**src/hdl/vstr_pkg.sv**
```systemverilog
package vstr_pkg;
    // Clock rate of aclk
    localparam int CLK_MHZ = 250;
    // Backplane timeout intervals, microseconds
    localparam int TMO_SHORT_US = 100;
    localparam int TMO_MID_US   = 200;
    localparam int TMO_LONG_US  = 400;
    // Same intervals in aclk cycles
    localparam int TMO_SHORT_CYC = TMO_SHORT_US * CLK_MHZ;
    localparam int TMO_MID_CYC   = TMO_MID_US * CLK_MHZ;
    localparam int TMO_LONG_CYC  = TMO_LONG_US * CLK_MHZ;
    // Timer width, holds the longest interval
    localparam int TMR_W = 17;
    // Register byte offsets
    localparam int AXI_AW = 8;
    localparam logic [7:0] REG_CTRL     = 8'h00;
    localparam logic [7:0] REG_STAT     = 8'h04;
    localparam logic [7:0] REG_IRQ_STAT = 8'h08;
    localparam logic [7:0] REG_IRQ_EN   = 8'h0c;
    localparam logic [7:0] REG_IRQ_CLR  = 8'h10;
    // Control field positions
    localparam int CTRL_IVL_LSB   = 0;
    localparam int CTRL_LVL_LSB   = 2;
    localparam int CTRL_MON_BIT   = 4;
    localparam int CTRL_CHAIN_LSB = 5;
    // Interval selector codes
    localparam logic [1:0] IVL_OFF = 2'h0;
    localparam logic [1:0] IVL_100 = 2'h1;
    localparam logic [1:0] IVL_200 = 2'h2;
    localparam logic [1:0] IVL_400 = 2'h3;
    // Control reset values
    localparam logic [1:0] CTRL_IVL_RST   = IVL_100;
    localparam logic [1:0] CTRL_LVL_RST   = 2'h3;
    localparam logic       CTRL_MON_RST   = 1'b1;
    localparam logic [1:0] CTRL_CHAIN_RST = 2'h0;
    // Interrupt status bits
    localparam int IRQ_W         = 2;
    localparam int IRQ_TMO_BIT   = 0;
    localparam int IRQ_GRANT_BIT = 1;
    // AXI responses
    localparam logic [1:0] RESP_OKAY   = 2'h0;
    localparam logic [1:0] RESP_SLVERR = 2'h2;
    // Requester states
    typedef enum logic [1:0] {RQ_IDLE, RQ_WAIT, RQ_OWN} vstr_rq_t;
endpackage

```
**src/hdl/vstr_tmr_if.sv**
```systemverilog
`timescale 1ns/100ps
`default_nettype none
interface vstr_tmr_if;
    import vstr_pkg::*;
    logic             clear;   // Restart count
    logic             run;     // Count this cycle
    logic [TMR_W-1:0] limit;   // Cycles until expiry
    logic             expired; // Interval elapsed
    modport ctl (output clear, output run, output limit, input expired);
    modport tmr (input clear, input run, input limit, output expired);
endinterface // vstr_tmr_if
`default_nettype wire

```
**src/hdl/vstr_sync.sv**
```systemverilog
`timescale 1ns/100ps
`default_nettype none
module vstr_sync #(
    parameter int           W    = 1,
    parameter logic [W-1:0] IDLE = '1 // Level of each pin while idle
) (
    input  wire logic         aclk,
    input  wire logic         aresetn,
    input  wire logic [W-1:0] d,
    output logic [W-1:0]      q
);
    typedef struct packed {
        logic [W-1:0] s1; // First stage, read only by s2
        logic [W-1:0] s2; // Second stage
    } vstr_sync_st_t;
    vstr_sync_st_t st_q;
    vstr_sync_st_t st_d;

    // Two-stage shift
    always_comb begin
        st_d    = st_q;
        st_d.s1 = d;
        st_d.s2 = st_q.s1;
    end

    // Both stages start at the idle level, so no false event follows reset
    always_ff @(posedge aclk) begin
        if (!aresetn) begin
            st_q <= {IDLE, IDLE};
        end else begin
            st_q <= st_d;
        end
    end

    assign q = st_q.s2;
endmodule // vstr_sync
`default_nettype wire

```
**src/hdl/vstr_timer.sv**
```systemverilog
`timescale 1ns/100ps
`default_nettype none
module vstr_timer (
    input  wire logic aclk,
    input  wire logic aresetn,
    vstr_tmr_if.tmr   tif
);
    import vstr_pkg::*;
    typedef struct packed {
        logic [TMR_W-1:0] cnt;     // Elapsed cycles
        logic             expired; // Sticky until clear
    } vstr_tmr_st_t;
    vstr_tmr_st_t st_q;
    vstr_tmr_st_t st_d;

    // Count while running, stop at limit
    always_comb begin
        st_d = st_q;
        if (tif.clear) begin
            st_d = '0;
        end else if (tif.run && !st_q.expired) begin
            if (st_q.cnt == tif.limit - TMR_W'(1)) begin
                st_d.expired = 1'b1;
            end else begin
                st_d.cnt = st_q.cnt + TMR_W'(1);
            end
        end
    end

    // State register
    always_ff @(posedge aclk) begin
        if (!aresetn) begin
            st_q <= '0;
        end else begin
            st_q <= st_d;
        end
    end

    assign tif.expired = st_q.expired;

    chk_timer_clear_restart: assert property (@(posedge aclk) disable iff (!aresetn)
        tif.clear |=> (st_q.cnt == '0) && !st_q.expired)
        else $error("timer not cleared");
    chk_timer_exact_expiry: assert property (@(posedge aclk) disable iff (!aresetn)
        $rose(st_q.expired) |-> $past(st_q.cnt) == $past(tif.limit) - TMR_W'(1))
        else $error("timer expired at wrong count");
endmodule // vstr_timer
`default_nettype wire

```
**src/hdl/vstr_top.sv**
```systemverilog
`timescale 1ns/100ps
`default_nettype none
// Operation
// BERR when strobe unanswered within interval
// Interval: off, 100, 200, 400 us
// Interval defaults to 100 us
// No timeout during any cable transfer
// Only one extender runs the monitor
// First-slot extender should hold the monitor
// Siblings signal outward transfers; monitor pauses
// Chain position picks local-bus lines
// First-slot controller keeps its timeout off
// Request bus for inward remote transfers
// Four request levels, level 3 default
// Timer restarts per strobe, stops on release
module vstr_top #(
    parameter int TMO_100_CYC = vstr_pkg::TMO_SHORT_CYC, // 100 us in cycles
    parameter int TMO_200_CYC = vstr_pkg::TMO_MID_CYC,   // 200 us in cycles
    parameter int TMO_400_CYC = vstr_pkg::TMO_LONG_CYC   // 400 us in cycles
) (
    input  wire logic                      aclk,
    input  wire logic                      aresetn,
    input  wire logic [vstr_pkg::AXI_AW-1:0] s_axi_awaddr,
    input  wire logic                      s_axi_awvalid,
    output logic                           s_axi_awready,
    input  wire logic [31:0]               s_axi_wdata,
    input  wire logic [3:0]                s_axi_wstrb,
    input  wire logic                      s_axi_wvalid,
    output logic                           s_axi_wready,
    output logic [1:0]                     s_axi_bresp,
    output logic                           s_axi_bvalid,
    input  wire logic                      s_axi_bready,
    input  wire logic [vstr_pkg::AXI_AW-1:0] s_axi_araddr,
    input  wire logic                      s_axi_arvalid,
    output logic                           s_axi_arready,
    output logic [31:0]                    s_axi_rdata,
    output logic [1:0]                     s_axi_rresp,
    output logic                           s_axi_rvalid,
    input  wire logic                      s_axi_rready,
    input  wire logic                      ds0_n_i,
    input  wire logic                      ds1_n_i,
    input  wire logic                      dtack_n_i,
    input  wire logic                      berr_n_i,
    output logic                           berr_n_o,
    output logic                           berr_n_oe,
    output logic [3:0]                     br_n_o,
    output logic [3:0]                     br_n_oe,
    input  wire logic                      bg_n_i,
    output logic                           bbsy_n_o,
    output logic                           bbsy_n_oe,
    input  wire logic                      remote_req_i,
    input  wire logic                      outward_busy_i,
    input  wire logic                      lbus_left_n_i,
    output logic                           lbus_left_n_o,
    output logic                           lbus_left_n_oe,
    input  wire logic                      lbus_right_n_i,
    output logic                           lbus_right_n_o,
    output logic                           lbus_right_n_oe,
    output logic                           irq
);
    import vstr_pkg::*;

    // Positions in the synchronised pin vector
    localparam int PIN_DS0   = 0;
    localparam int PIN_DS1   = 1;
    localparam int PIN_DTACK = 2;
    localparam int PIN_BERR  = 3;
    localparam int PIN_BG    = 4;
    localparam int PIN_RREQ  = 5;
    localparam int PIN_OUTB  = 6;
    localparam int PIN_LEFT  = 7;
    localparam int PIN_RIGHT = 8;
    localparam int PIN_W     = 9;
    // Idle levels: strobes, acks, grant and neighbour lines high, request and outward low
    localparam logic [PIN_W-1:0] PIN_IDLE = 9'h19f;

    typedef struct packed {
        logic [1:0]       ivl;      // Timeout interval selector
        logic [1:0]       lvl;      // Request level
        logic             mon;      // Monitor enable
        logic [1:0]       chain;    // Neighbour left / right
        logic [IRQ_W-1:0] irq_stat; // Sticky events
        logic [IRQ_W-1:0] irq_en;   // Event enables
        logic             irq;      // Interrupt line
        logic             aw_have;  // Write address held
        logic [7:0]       awaddr;   // Held write address
        logic             awready;  // Ready for address
        logic             w_have;   // Write data held
        logic [31:0]      wdata;    // Held write data
        logic [3:0]       wstrb;    // Held strobes
        logic             wready;   // Ready for data
        logic             bvalid;   // Write response pending
        logic [1:0]       bresp;    // Write response code
        logic             arready;  // Ready for read address
        logic             rvalid;   // Read data pending
        logic [31:0]      rdata;    // Read data
        logic [1:0]       rresp;    // Read response code
        logic             ds_act;   // Strobe active last cycle
        logic             berr_drv; // Driving BERR
        vstr_rq_t         rq;       // Requester state
        logic [3:0]       br_drv;   // Request lines driven
        logic             bbsy_drv; // Bus busy driven
        logic             left_drv; // Indication to left
        logic             right_drv; // Indication to right
        logic             supp;     // Timeout suppressed
    } vstr_st_t;

    vstr_st_t         st_q;
    vstr_st_t         st_d;
    logic [PIN_W-1:0] pins_s; // Synchronised pins
    vstr_tmr_if       tif ();

    // One-hot request line for a level
    function automatic logic [3:0] lvl_onehot(input logic [1:0] lvl);
        lvl_onehot = 4'h1 << lvl;
    endfunction

    // Interval code to cycle limit
    function automatic logic [TMR_W-1:0] ivl_limit(input logic [1:0] ivl);
        unique case (ivl)
            IVL_100: ivl_limit = TMR_W'(TMO_100_CYC);
            IVL_200: ivl_limit = TMR_W'(TMO_200_CYC);
            IVL_400: ivl_limit = TMR_W'(TMO_400_CYC);
            IVL_OFF: ivl_limit = '1;
        endcase
    endfunction

    // Every backplane and link pin crosses two flops
    vstr_sync #(
        .W    (PIN_W),
        .IDLE (PIN_IDLE)
    ) u_sync (
        .aclk    (aclk),
        .aresetn (aresetn),
        .d       ({lbus_right_n_i, lbus_left_n_i, outward_busy_i, remote_req_i,
                   bg_n_i, berr_n_i, dtack_n_i, ds1_n_i, ds0_n_i}),
        .q       (pins_s)
    );

    // Interval timer
    vstr_timer u_timer (
        .aclk    (aclk),
        .aresetn (aresetn),
        .tif     (tif.tmr)
    );

    // Decoded backplane conditions
    logic ds_act;   // Either data strobe low
    logic answered; // Slave acked or errored
    logic armed;    // Monitor on and interval set
    logic sibling;  // Neighbour reports outward transfer
    logic outward;  // Own outward transfer
    assign ds_act   = !pins_s[PIN_DS0] || !pins_s[PIN_DS1];
    assign answered = !pins_s[PIN_DTACK] || !pins_s[PIN_BERR];
    assign armed    = st_q.mon && (st_q.ivl != IVL_OFF);
    assign sibling  = (st_q.chain[0] && !pins_s[PIN_LEFT])
                   || (st_q.chain[1] && !pins_s[PIN_RIGHT]);
    assign outward  = pins_s[PIN_OUTB];

    // Timer restarts on each new strobe, halts when idle or suppressed
    assign tif.clear = !ds_act || !st_q.ds_act || answered || st_q.supp || !armed;
    assign tif.run   = ds_act && !answered;
    assign tif.limit = ivl_limit(st_q.ivl);

    // Next-state logic
    always_comb begin
        logic [IRQ_W-1:0] ev;  // Events this cycle
        logic [IRQ_W-1:0] clr; // Clear mask from software
        ev     = '0;
        clr    = '0;
        st_d   = st_q;

        // Write channel capture
        if (s_axi_awvalid && st_q.awready) begin
            st_d.aw_have = 1'b1;
            st_d.awaddr  = s_axi_awaddr;
        end
        if (s_axi_wvalid && st_q.wready) begin
            st_d.w_have = 1'b1;
            st_d.wdata  = s_axi_wdata;
            st_d.wstrb  = s_axi_wstrb;
        end
        // Response accepted
        if (st_q.bvalid && s_axi_bready) begin
            st_d.bvalid = 1'b0;
        end
        // Perform write once both halves held
        if (st_q.aw_have && st_q.w_have && !st_q.bvalid) begin
            st_d.aw_have = 1'b0;
            st_d.w_have  = 1'b0;
            st_d.bvalid  = 1'b1;
            st_d.bresp   = RESP_OKAY;
            unique case (st_q.awaddr)
                REG_CTRL: begin
                    if (st_q.wstrb[0]) begin
                        st_d.ivl   = st_q.wdata[CTRL_IVL_LSB +: 2];
                        st_d.lvl   = st_q.wdata[CTRL_LVL_LSB +: 2];
                        st_d.mon   = st_q.wdata[CTRL_MON_BIT];
                        st_d.chain = st_q.wdata[CTRL_CHAIN_LSB +: 2];
                    end
                end
                REG_IRQ_EN: begin
                    if (st_q.wstrb[0]) begin
                        st_d.irq_en = st_q.wdata[IRQ_W-1:0];
                    end
                end
                REG_IRQ_CLR: begin
                    if (st_q.wstrb[0]) begin
                        clr = st_q.wdata[IRQ_W-1:0];
                    end
                end
                REG_STAT, REG_IRQ_STAT: begin
                    st_d.bresp = RESP_OKAY; // Read-only, write ignored
                end
                default: begin
                    st_d.bresp = RESP_SLVERR; // Unmapped
                end
            endcase
        end
        st_d.awready = !st_d.aw_have && !st_d.bvalid;
        st_d.wready  = !st_d.w_have && !st_d.bvalid;

        // Read channel
        if (st_q.rvalid && s_axi_rready) begin
            st_d.rvalid = 1'b0;
        end
        if (s_axi_arvalid && st_q.arready) begin
            st_d.rvalid = 1'b1;
            st_d.rresp  = RESP_OKAY;
            st_d.rdata  = '0;
            unique case (s_axi_araddr)
                REG_CTRL: begin
                    st_d.rdata[CTRL_IVL_LSB +: 2]   = st_q.ivl;
                    st_d.rdata[CTRL_LVL_LSB +: 2]   = st_q.lvl;
                    st_d.rdata[CTRL_MON_BIT]        = st_q.mon;
                    st_d.rdata[CTRL_CHAIN_LSB +: 2] = st_q.chain;
                end
                REG_STAT: begin
                    st_d.rdata[3:0] = {st_q.bbsy_drv, |st_q.br_drv, st_q.supp, st_q.berr_drv};
                end
                REG_IRQ_STAT: begin
                    st_d.rdata[IRQ_W-1:0] = st_q.irq_stat;
                end
                REG_IRQ_EN: begin
                    st_d.rdata[IRQ_W-1:0] = st_q.irq_en;
                end
                REG_IRQ_CLR: begin
                    st_d.rdata = '0; // Write-only, reads zero
                end
                default: begin
                    st_d.rresp = RESP_SLVERR; // Unmapped
                end
            endcase
        end
        st_d.arready = !st_d.rvalid;

        // Requester: ask on the chosen level, hold busy while owning
        unique case (st_q.rq)
            RQ_IDLE: begin
                if (pins_s[PIN_RREQ]) begin
                    st_d.rq = RQ_WAIT;
                end
            end
            RQ_WAIT: begin
                if (!pins_s[PIN_RREQ]) begin
                    st_d.rq = RQ_IDLE; // Remote master gave up
                end else if (!pins_s[PIN_BG]) begin
                    st_d.rq = RQ_OWN;
                    ev[IRQ_GRANT_BIT] = 1'b1;
                end
            end
            RQ_OWN: begin
                if (!pins_s[PIN_RREQ]) begin
                    st_d.rq = RQ_IDLE;
                end
            end
        endcase
        st_d.br_drv   = (st_d.rq == RQ_WAIT) ? lvl_onehot(st_q.lvl) : 4'h0;
        st_d.bbsy_drv = (st_d.rq == RQ_OWN);

        // Suppress timeout for inward, own outward and sibling transfers
        st_d.supp = (st_q.rq != RQ_IDLE) || outward || (st_q.mon && sibling);

        // Non-monitor extenders relay outward indication toward neighbours
        st_d.left_drv  = !st_q.mon && st_q.chain[0]
                      && (outward || (st_q.chain[1] && !pins_s[PIN_RIGHT]));
        st_d.right_drv = !st_q.mon && st_q.chain[1]
                      && (outward || (st_q.chain[0] && !pins_s[PIN_LEFT]));

        // BERR from expiry until the strobes release
        st_d.ds_act = ds_act;
        if (!ds_act) begin
            st_d.berr_drv = 1'b0;
        end else if (tif.expired && armed && !st_q.supp) begin
            st_d.berr_drv = 1'b1;
            if (!st_q.berr_drv) begin
                ev[IRQ_TMO_BIT] = 1'b1;
            end
        end

        // Sticky status, set wins over clear
        st_d.irq_stat = (st_q.irq_stat & ~clr) | ev;
        st_d.irq      = |(st_d.irq_stat & st_d.irq_en);
    end

    // State register and reset defaults
    always_ff @(posedge aclk) begin
        if (!aresetn) begin
            st_q       <= '0;
            st_q.ivl   <= CTRL_IVL_RST;
            st_q.lvl   <= CTRL_LVL_RST;
            st_q.mon   <= CTRL_MON_RST;
            st_q.chain <= CTRL_CHAIN_RST;
            st_q.rq    <= RQ_IDLE;
        end else begin
            st_q <= st_d;
        end
    end

    // Outputs straight from flops; open-drain pins drive low when enabled
    assign s_axi_awready   = st_q.awready;
    assign s_axi_wready    = st_q.wready;
    assign s_axi_bvalid    = st_q.bvalid;
    assign s_axi_bresp     = st_q.bresp;
    assign s_axi_arready   = st_q.arready;
    assign s_axi_rvalid    = st_q.rvalid;
    assign s_axi_rdata     = st_q.rdata;
    assign s_axi_rresp     = st_q.rresp;
    assign berr_n_o        = 1'b0;
    assign berr_n_oe       = st_q.berr_drv;
    assign br_n_o          = 4'h0;
    assign br_n_oe         = st_q.br_drv;
    assign bbsy_n_o        = 1'b0;
    assign bbsy_n_oe       = st_q.bbsy_drv;
    assign lbus_left_n_o   = 1'b0;
    assign lbus_left_n_oe  = st_q.left_drv;
    assign lbus_right_n_o  = 1'b0;
    assign lbus_right_n_oe = st_q.right_drv;
    assign irq             = st_q.irq;

    chk_berr_needs_expiry: assert property (@(posedge aclk) disable iff (!aresetn)
        $rose(st_q.berr_drv) |-> $past(tif.expired) && $past(ds_act) && $past(armed))
        else $error("BERR without timed-out strobe");
    chk_berr_off_disabled: assert property (@(posedge aclk) disable iff (!aresetn)
        (st_q.ivl == IVL_OFF) ##1 (st_q.ivl == IVL_OFF) |-> !$rose(st_q.berr_drv))
        else $error("BERR while interval disabled");
    chk_reset_defaults: assert property (@(posedge aclk)
        !aresetn |=> (st_q.ivl == IVL_100) && (st_q.lvl == 2'h3) && (st_q.rq == RQ_IDLE))
        else $error("reset defaults wrong");
    chk_suppress_berr: assert property (@(posedge aclk) disable iff (!aresetn)
        st_q.supp |=> !$rose(st_q.berr_drv))
        else $error("BERR during cable transfer");
    chk_monitor_only_berr: assert property (@(posedge aclk) disable iff (!aresetn)
        !st_q.mon ##1 !st_q.mon |-> !$rose(st_q.berr_drv))
        else $error("BERR from non-monitor extender");
    chk_sibling_relay: assert property (@(posedge aclk) disable iff (!aresetn)
        (!st_q.mon && st_q.chain[0] && outward) |=> st_q.left_drv)
        else $error("outward indication not driven");
    chk_remote_request: assert property (@(posedge aclk) disable iff (!aresetn)
        (st_q.rq == RQ_IDLE && pins_s[PIN_RREQ]) |=> ##1 (st_q.br_drv == lvl_onehot($past(st_q.lvl, 2))))
        else $error("bus not requested");
    chk_request_level: assert property (@(posedge aclk) disable iff (!aresetn)
        (st_q.br_drv != 4'h0) |-> $onehot(st_q.br_drv) && !st_q.bbsy_drv)
        else $error("request on bad level");
    chk_release_clears: assert property (@(posedge aclk) disable iff (!aresetn)
        !ds_act |=> !st_q.berr_drv ##1 !tif.expired)
        else $error("BERR or timer held after strobe release");
endmodule // vstr_top
`default_nettype wire

```
**config.mk**
```make
export PLATFORM = sky130hd
export DESIGN_NAME = vstr_top
export DESIGN_NICKNAME = d
export VERILOG_FILES = /design/src/hdl/vstr_pkg.sv /design/src/hdl/vstr_tmr_if.sv /design/src/hdl/vstr_sync.sv /design/src/hdl/vstr_timer.sv /design/src/hdl/vstr_top.sv
export SDC_FILE = /design/constraint.sdc
export NUM_CORES = 1
export LEC_CHECK = 0
export BUFFER_PORTS_ARGS = -buffer_cell sky130_fd_sc_hd__buf_2
export CAP_MARGIN = 0
export CORE_ASPECT_RATIO = 0.8
export CORE_MARGIN = 5
export CORE_UTILIZATION = 30
export CTS_CLUSTER_SIZE = 28
export DETAILED_ROUTE_END_ITERATION = 6
export PLACE_DENSITY = 0.57
export RECOVER_POWER = 50
export SETUP_SLACK_MARGIN = 0.1
export SYNTH_ARGS = -nofsm -noshare
export SYNTH_HDL_FRONTEND = slang
export SYNTH_SLANG_ARGS = --single-unit
```
**constraint.sdc**
```tcl
create_clock -name aclk -period 6.6 [get_ports aclk]
set_input_delay 0.66 -clock aclk [delete_from_list [all_inputs] [get_ports aclk]]
set_output_delay 0.66 -clock aclk [all_outputs]
set_load 0.01 [all_outputs]
```
==> impl_results.md, run 1 <==
- Row count: 38
- Final wirelength: 9.13 mm
- CP Class: flip-flop to flip-flop
- Ys flop type: dfxtp_1
- Post-synth EDFFs: 0
- Die Area: approximately 16,000 um2
- CTS Sinks: 92
- Final hold vios: 0
- Worst skew pair latency: roughly 0.33 ns
- Worst r2r src: st_q[91]
- Vias/cell: around 4.5
- Worst Setup SP: st_q[91]
- Final Cycle Share: 0.527
- Hold EP: u_sync.q[2]
- Final nets: 600
- Fin Setup TNS: 0 ns
- Starting Density: 0.308
- R2R Setup Slk: 3.12 ns
- Root buffer cell: clkbuf_16
- Max Fclk: 288 MHz
- Initial antenna violation count: 0
- Area leader, netlist: dfxtp_1
- Fillcell total: about 1,400
- Clk slew on worst S/H paths: about 0.06 ns
- Num CTS Buffers: 9
- Pwr Density: approximately 240 nW/um2
- DRT iter0 DRCs: between 150 and 200
- Hold Crit Class: flip-flop to flip-flop
- FF-to-FF End: st_q[108]
- Layout area overhead: 11.1%
- R2r worst-path depth: 5
- Post-synthesis register bit count: 92
- Post-CTS Setup Bufs: 0
- Syn Inst Count: approximately 480
- CTS tree: done
- Slew Viols, Final: 11
- CTS Hold Bufs: 0
- GR Overflow Total: 0
- Outcome: finished with violations
- Global-route wire length before repair: 15.2 mm
- Layout cells sized above 1: 0.112
- Top-count cell post-synth: dfxtp_1
- CTS Buffer Depth: 2
- RSZ-0062 raised after global routing: no
- Least-Margin Pin Slew: ~2 ns
- Largest net degree at the start of global routing: 37
- Chip Height: between 100 and 150 um
- Drt first pass iters: 4
- Register Area: around 1800 um2
- Hold-critical path depth: 1
- Core Area: 13,600 um2
- Min Clock Period, post-route: between 3 and 4 ns
- Boundary Pins: 126
- Worst Hold Launch: u_sync.st_d[2]
- Final clock skew: 0.00642 ns
- H-tree Lvls: 3
- Final antenna-violating net count: 0
- Drt drc: 0
- Post-detail-place hpwl: between 6 and 7 mm
- Ys Warns: 0
- Core Util, Final: 0.342
- Ys async rst share: 0
- Max-cap violations: 1
- Endpoint class of the critical path: flip-flop
- CP arrival: roughly 3.7 ns
- Avg Inst Size Synth: roughly 9 um2
- Final setup violation count: 0
- Vias in the first global route: around 3,100
- Cell area after synthesis: ~4200 um2
- Commonest cells post-synth: 92 x dfxtp_1, 60 x nand2_1, 48 x buf_4
- CP max FO: 10
- Pleak: 1.80 nW
- Vias: around 3,200
- Max VDD drop: 0.127 mV
- Cts repair resizes: 0
- Critical Path RT: approximately 7 ns
- Violated checks: max-capacitance violations, max-slew violations
- Multi-input logic area: roughly 2000 um2
- Post-synth cell types: between 50 and 60
- Ranking of synthesized cells by area: dfxtp_1 44%, buf_4 8.6%, nand2_1 5.4%, a21oi_1 4.8%, nor2_1 3.3%
- Die X: around 140 um
- Rel. slew slack: -0.330
- Sequential share of the synthesized area: 0.440
- ANT cells: 0
- Wire per inst: between 10 and 15 um
- Synth top area share: 0.440
- GR Util All Layers: 0.113
- CP startpoint kind: flip-flop
- Port Buffers: 62
- Final Wtd Congestion: 0.819
critical path, stage by stage (launching register included):
cell and delay (ns):
dfxtp_1 0.31, or4_4 0.53, or4_4 0.53, nor4_1 1.50, nand2_1 0.32, o211ai_1 0.20
per-layer routing:
| layer | vias to the layer above | routed length (um) | track usage |
|---|---|---|---|
| li1 | 1634 | - | - |
| met1 | 1444 | 4660 | 0.166 |
| met2 | 97 | 3870 | 0.167 |
| met3 | 2 | 584 | 0.0289 |
| met4 | 0 | 13 | 0.0269 |
| met5 | - | 0 | 0 |
final cells by class:
cell class | count | area share
multi-input cells | 343 | 0.428
flip-flops and latches | 92 | 0.396
repair buffers | 62 | 0.0603
clock buffers | 10 | 0.0493
well taps | 180 | 0.0485
inverters | 14 | 0.0113
clock inverters | 5 | 0.00646
worst max-delay path by stage:
stage	slack, ns	cells after the start	endpoint
after detailed placement	3.68	5	br_n_oe[2]
after global routing	2.80	5	br_n_oe[1]
after global placement	3.74	5	br_n_oe[3]
after CTS	3.77	8	u_timer.st_q[15]
after floorplan	4.36	9	u_timer.st_q[13]
final	3.12	5	st_q[108]
kinds of logic after synthesis:
logic type               synth area share
buffers and inverters               0.112
multiplexers                       0.0275
AO/OA/AOI/OAI                       0.114
XOR/XNOR                           0.0398
adder cells (fa/ha/maj)            0.0299
flip-flops                          0.440
AND/OR/NAND/NOR                     0.236
other                            0.000897
power breakdown:
| part | internal, mW | switching [mW] |
|---|---|---|
| registers | 0.570 | 0.00923 |
| logic | 0.0238 | 0.0410 |
| clock network | 0.251 | 0.204 |
| total | 0.845 | 0.254 |
state kept, by name (all words and copies together) (netlist names):
signal               cells
st_q                    33
u_timer.st_q            17
u_sync.q                 9
u_sync.st_d              9
s_axi_rdata              7
br_n_oe                  4
bbsy_n_oe                1
berr_n_oe                1
irq                      1
lbus_left_n_oe           1
lbus_right_n_oe          1
s_axi_arready            1
s_axi_awready            1
s_axi_bresp              1
s_axi_bvalid             1
s_axi_rresp              1
s_axi_rvalid             1
s_axi_wready             1
u_timer.tif.expired      1
per-stage QoR:
step	setup slack [ns]	hold slack [ns]	power, mW	instance area (um2)	std cells
floorplan	4.36	0.386	0.650	4310	511
global placement	3.74	0.395	0.656	4430	691
detailed placement	3.68	0.396	0.658	4430	691
CTS	3.77	0.411	1.11	4690	706
global route	2.80	0.431	1.15	4650	706
finish	3.12	0.406	1.10	4650	706
placed cells by master (no fill, tap or decap), types with 3 or more instances in the layout:
cell type	n
dfxtp_1	92
nand2_1	60
a21oi_1	40
buf_2	38
nor2_1	37
conb_1	35
clkbuf_1	25
nand2b_1	18
inv_1	13
nor3_1	13
o21ai_0	12
xor2_1	11
nand3_1	10
ha_1	10
clkbuf_16	9
xnor2_1	8
mux2i_1	7
or3_1	7
a22oi_1	6
nand4_1	6
and3_1	5
nor2b_1	5
and4_1	5
and2_1	4
o211ai_1	3
a31oi_1	3
or4_1	3
and2_0	3
clkinv_2	3
(Power assumes the default switching activity.)
==> run 2, diff against run 1 <==
--- a/config.mk
+++ b/config.mk
@@ -5,6 +5,7 @@
 export SDC_FILE = /design/constraint.sdc
 export NUM_CORES = 1
 export LEC_CHECK = 0
+export ABC_AREA = 1
 export BUFFER_PORTS_ARGS = -buffer_cell sky130_fd_sc_hd__buf_2
 export CAP_MARGIN = 0
 export CORE_ASPECT_RATIO = 0.8
@@ -12,7 +13,7 @@
 export CORE_UTILIZATION = 30
 export CTS_CLUSTER_SIZE = 28
 export DETAILED_ROUTE_END_ITERATION = 6
-export PLACE_DENSITY = 0.57
+export PLACE_DENSITY = 0.59
 export RECOVER_POWER = 50
 export SETUP_SLACK_MARGIN = 0.1
 export SYNTH_ARGS = -nofsm -noshare
==> constraint.sdc (replaced) <==
create_clock -name aclk -period 2.95 [get_ports aclk]
set_input_delay 0.295 -clock aclk [delete_from_list [all_inputs] [get_ports aclk]]
set_output_delay 0.295 -clock aclk [all_outputs]
set_load 0.01 [all_outputs]
==> run 2 against run 1 <==
Effect of this change: the run now ends clean; via count grew 21%; synthesized area up 7.8%; total power increased by 130%; sequential power is 130% higher; count of clock-buffer cells in the layout unchanged; utilization is 0.40 points lower; final area up 8.0%; synthesized cell count grew 34%; wire length is 14% higher; critical path type unchanged.
==> impl_results.md, run 2 <==
- Outcome: finished clean
- Fin Setup TNS: 0 ns
- Boundary Pins: approximately 130
- Ys async rst share: 0
- Die Area: 17,600 um2
- Final nets: about 770
- Sequential share of the synthesized area: 0.408
- Post-synthesis adder-cell area fraction: 0.0277
- Vias in the first global route: 3,512
- Chip Height: 120 um
- Slew Viols, Final: 0
- Max-cap violations: 0
- Rel. slew slack: 0.119
- ANT cells: 0
- Max Fclk: roughly 460 MHz
- Top-count cell post-synth: nand2_1
- Design Area, Final: between 5000 and 6000 um2
- Commonest non-fill, non-tap cell in the layout: nand2_1
- Layout area overhead: 11.3%
- Max reg flops: 33
- Xor and xnor area share after synthesis: 0
- Synth Area in Simple Gates: 0.327
- CP startpoint kind: flip-flop
- Crit path cell chain: inv_1 > ha_1 > inv_2 > nand2_2 > nand2_2 > nor2_2 > nand2_2 > nor2_4 > nand3_4 > nand2_1 > nand2_1 > nand2_1 > nor2_1
- Post-synthesis register bit count: 92
- CP bufs+invs: 2
- CP Class: flip-flop to flip-flop
- Cts repair resizes: 0
- Vias/cell: 4.35
- Worst path top cell family by delay: simple AND/OR/NAND/NOR gates
- Post-synthesis mux area share: 0
- CTS Hold Bufs: 0
- Clk slew on worst S/H paths: ~0.07 ns
- CTS tree: done
- Final clock skew: 0.00729 ns
- R2r worst-path depth: 13
- FF-to-FF End: u_timer.st_q[1]
- Final Non-Filler Cells: just under 900
- Vias: roughly 3,800
- CTS Buffer Depth: 2
- Largest family of logic cells by synthesized area: simple AND/OR/NAND/NOR gates
- Commonest cells post-synth: 147 x nand2_1, 104 x nor2_1, 92 x dfxtp_1
- Hold Crit Class: input pin to flip-flop
- Row count: 40
- Synth top area share: 0.408
- GR Overflow Total: 0
- Least-Margin Pin Slew: ~1.3 ns
- Worst hold slack: approximately 0.13 ns
- Starting Density: 0.303
- CTS Sinks: slightly above 90
- Worst skew pair latency: 0.35 ns
- Ys flop type: dfxtp_1
- Post-CTS Setup Bufs: 0
- Pleak: ~2.2 nW
- CP max FO: 19
- Compound-Gate Fraction of Synth Area: 0.0877
- Biggest regs: st_q x33, u_timer.st_q x17
- Final hold vios: 0
- Placed cell area: 4780 um2
- Syn Inst Count: around 640
- Avg Inst Size Synth: between 7 and 8 um2
- Post-synth cell types: 35
- H-tree Lvls: 3
- Final wirelength: ~10 mm
- Final Cycle Share: 0.733
- Critical Path RT: between 3 and 4 ns
- Placed cell count: around 870
- Top reg by flops: st_q
- Largest net degree at the start of global routing: 34
- Final Wtd Congestion: approximately 0.82
- Pre-CTS setup slack: between 0.7 and 0.8 ns
- RSZ-0062 raised after global routing: no
- Pwr Density: between 500 and 600 nW/um2
- Core Util, Final: 0.338
- Drt first pass iters: 4
- Most frequent cells in the layout: 147 x nand2_1, 104 x nor2_1, 92 x dfxtp_1
- Num CTS Buffers: 9
- Crit path to: u_timer.st_q[1]
- R2R Setup Slk: 0.79 ns
- Min Clock Period, post-route: 2.16 ns
- Slowest CP cell: dfxtp_1
- Area leader, netlist: dfxtp_1
- Critical Path Stages: 13
- Fillcell total: ~1,600
- Worst Setup SP: st_q[109]
- GR Util All Layers: 0.119
- Final WS setup: just under 0.8 ns
- Ranking of synthesized cells by area: dfxtp_1 41%, nand2_1 12%, nor2_1 8.7%, buf_4 8.0%, inv_1 4.7%
- Global-route wire length before repair: approximately 17 mm
- Final antenna-violating net count: 0
- Layout cells sized above 1: 0.133
- Max incr delay on CP: ~0.43 ns
- Drt drc: 0
- Root buffer cell: clkbuf_16
- Port Buffers: between 60 and 70
- Multi-input logic area: approximately 2100 um2
- Ys Warns: 0
- Initial antenna violation count: 0
- DRT iter0 DRCs: 249
- CP arrival: approximately 2.4 ns
- Post-detail-place hpwl: 7.90 mm
- Cell area after synthesis: 4510 um2
- Core Area: between 10,000 and 15,000 um2
- Final setup violation count: 0
- Wire per inst: between 10 and 15 um
- Worst r2r src: st_q[109]
- Max VDD drop: 0.348 mV
- Die X: ~150 um
- Post-synth EDFFs: 0
- Register Area: approximately 1800 um2
- Endpoint class of the critical path: flip-flop
- Total power: roughly 2.6 mW
[run 2: cell types whose count changed after synthesis, sizes merged, moves of 6 or more]
| cell | previous run | this run |
|---|---|---|
| o21ai | 12 | 35 |
| nand3 | 10 | 29 |
| and2 | 7 | 0 |
| a21oi | 40 | 29 |
| or3 | 7 | 0 |
| nand2 | 60 | 151 |
| xnor2 | 8 | 0 |
| or2 | 1 | 14 |
| nor2 | 37 | 111 |
| inv | 13 | 64 |
| mux2i | 7 | 0 |
| xor2 | 11 | 0 |
| nand2b | 18 | 0 |
| a22oi | 6 | 0 |
[run 2: per-layer routing]
layer / vias to the layer above / track usage / part of all wire
met5: - / 0 / 0
met4: 0 / 0.0402 / 0.017
met3: 12 / 0.0362 / 0.055
met2: 91 / 0.185 / 0.44
met1: 1694 / 0.158 / 0.49
li1: 2034 / - / -
[run 2: kinds of logic (layout without fill, tap and decap cells)]
family / count (synthesis) / in the layout
simple gates: 335 / 335
buf+inv: 126 / 146
flops: 92 / 92
other cells: 1 / 35
fa+ha+maj: 10 / 10
compound gates: 74 / 74
[run 2: layout make-up]
class	count	area share
sequential	92	0.367
tap	189	0.0471
clock inverter	6	0.00922
clock buffer	10	0.0456
timing repair buffer	64	0.0581
inverter	66	0.0494
multi-input combinational	454	0.424
[run 2: where the power goes]
group	internal [mW]	switching (mW)	total, mW	leakage, nW
clock network	0.580	0.503	1.08	0.135
registers	1.29	0.0212	1.31	0.751
logic	0.0637	0.126	0.190	1.31
[run 2: worst reg2reg max path: cells and delay by family, from the launching register on]
family,cells,cell delay (ns)
fa+ha+maj,1,0.41
flops,1,0.43
simple gates,10,0.99
buf+inv,2,0.23
[run 2: worst min path at each step]
| stage | from | slack, ns | end | cells past startpoint |
|---|---|---|---|---|
| finish | ds0_n_i | 0.13 | u_sync.st_d[0] | 2 |
| global route | lbus_left_n_i | 0.11 | u_sync.st_d[7] | 2 |
| CTS | remote_req_i | 0.12 | u_sync.st_d[5] | 3 |
| detailed placement | u_sync.st_d[5] | 0.40 | u_sync.q[5] | 2 |
| global placement | u_sync.st_d[2] | 0.40 | u_sync.q[2] | 1 |
| floorplan | u_sync.st_d[5] | 0.39 | u_sync.q[5] | 2 |
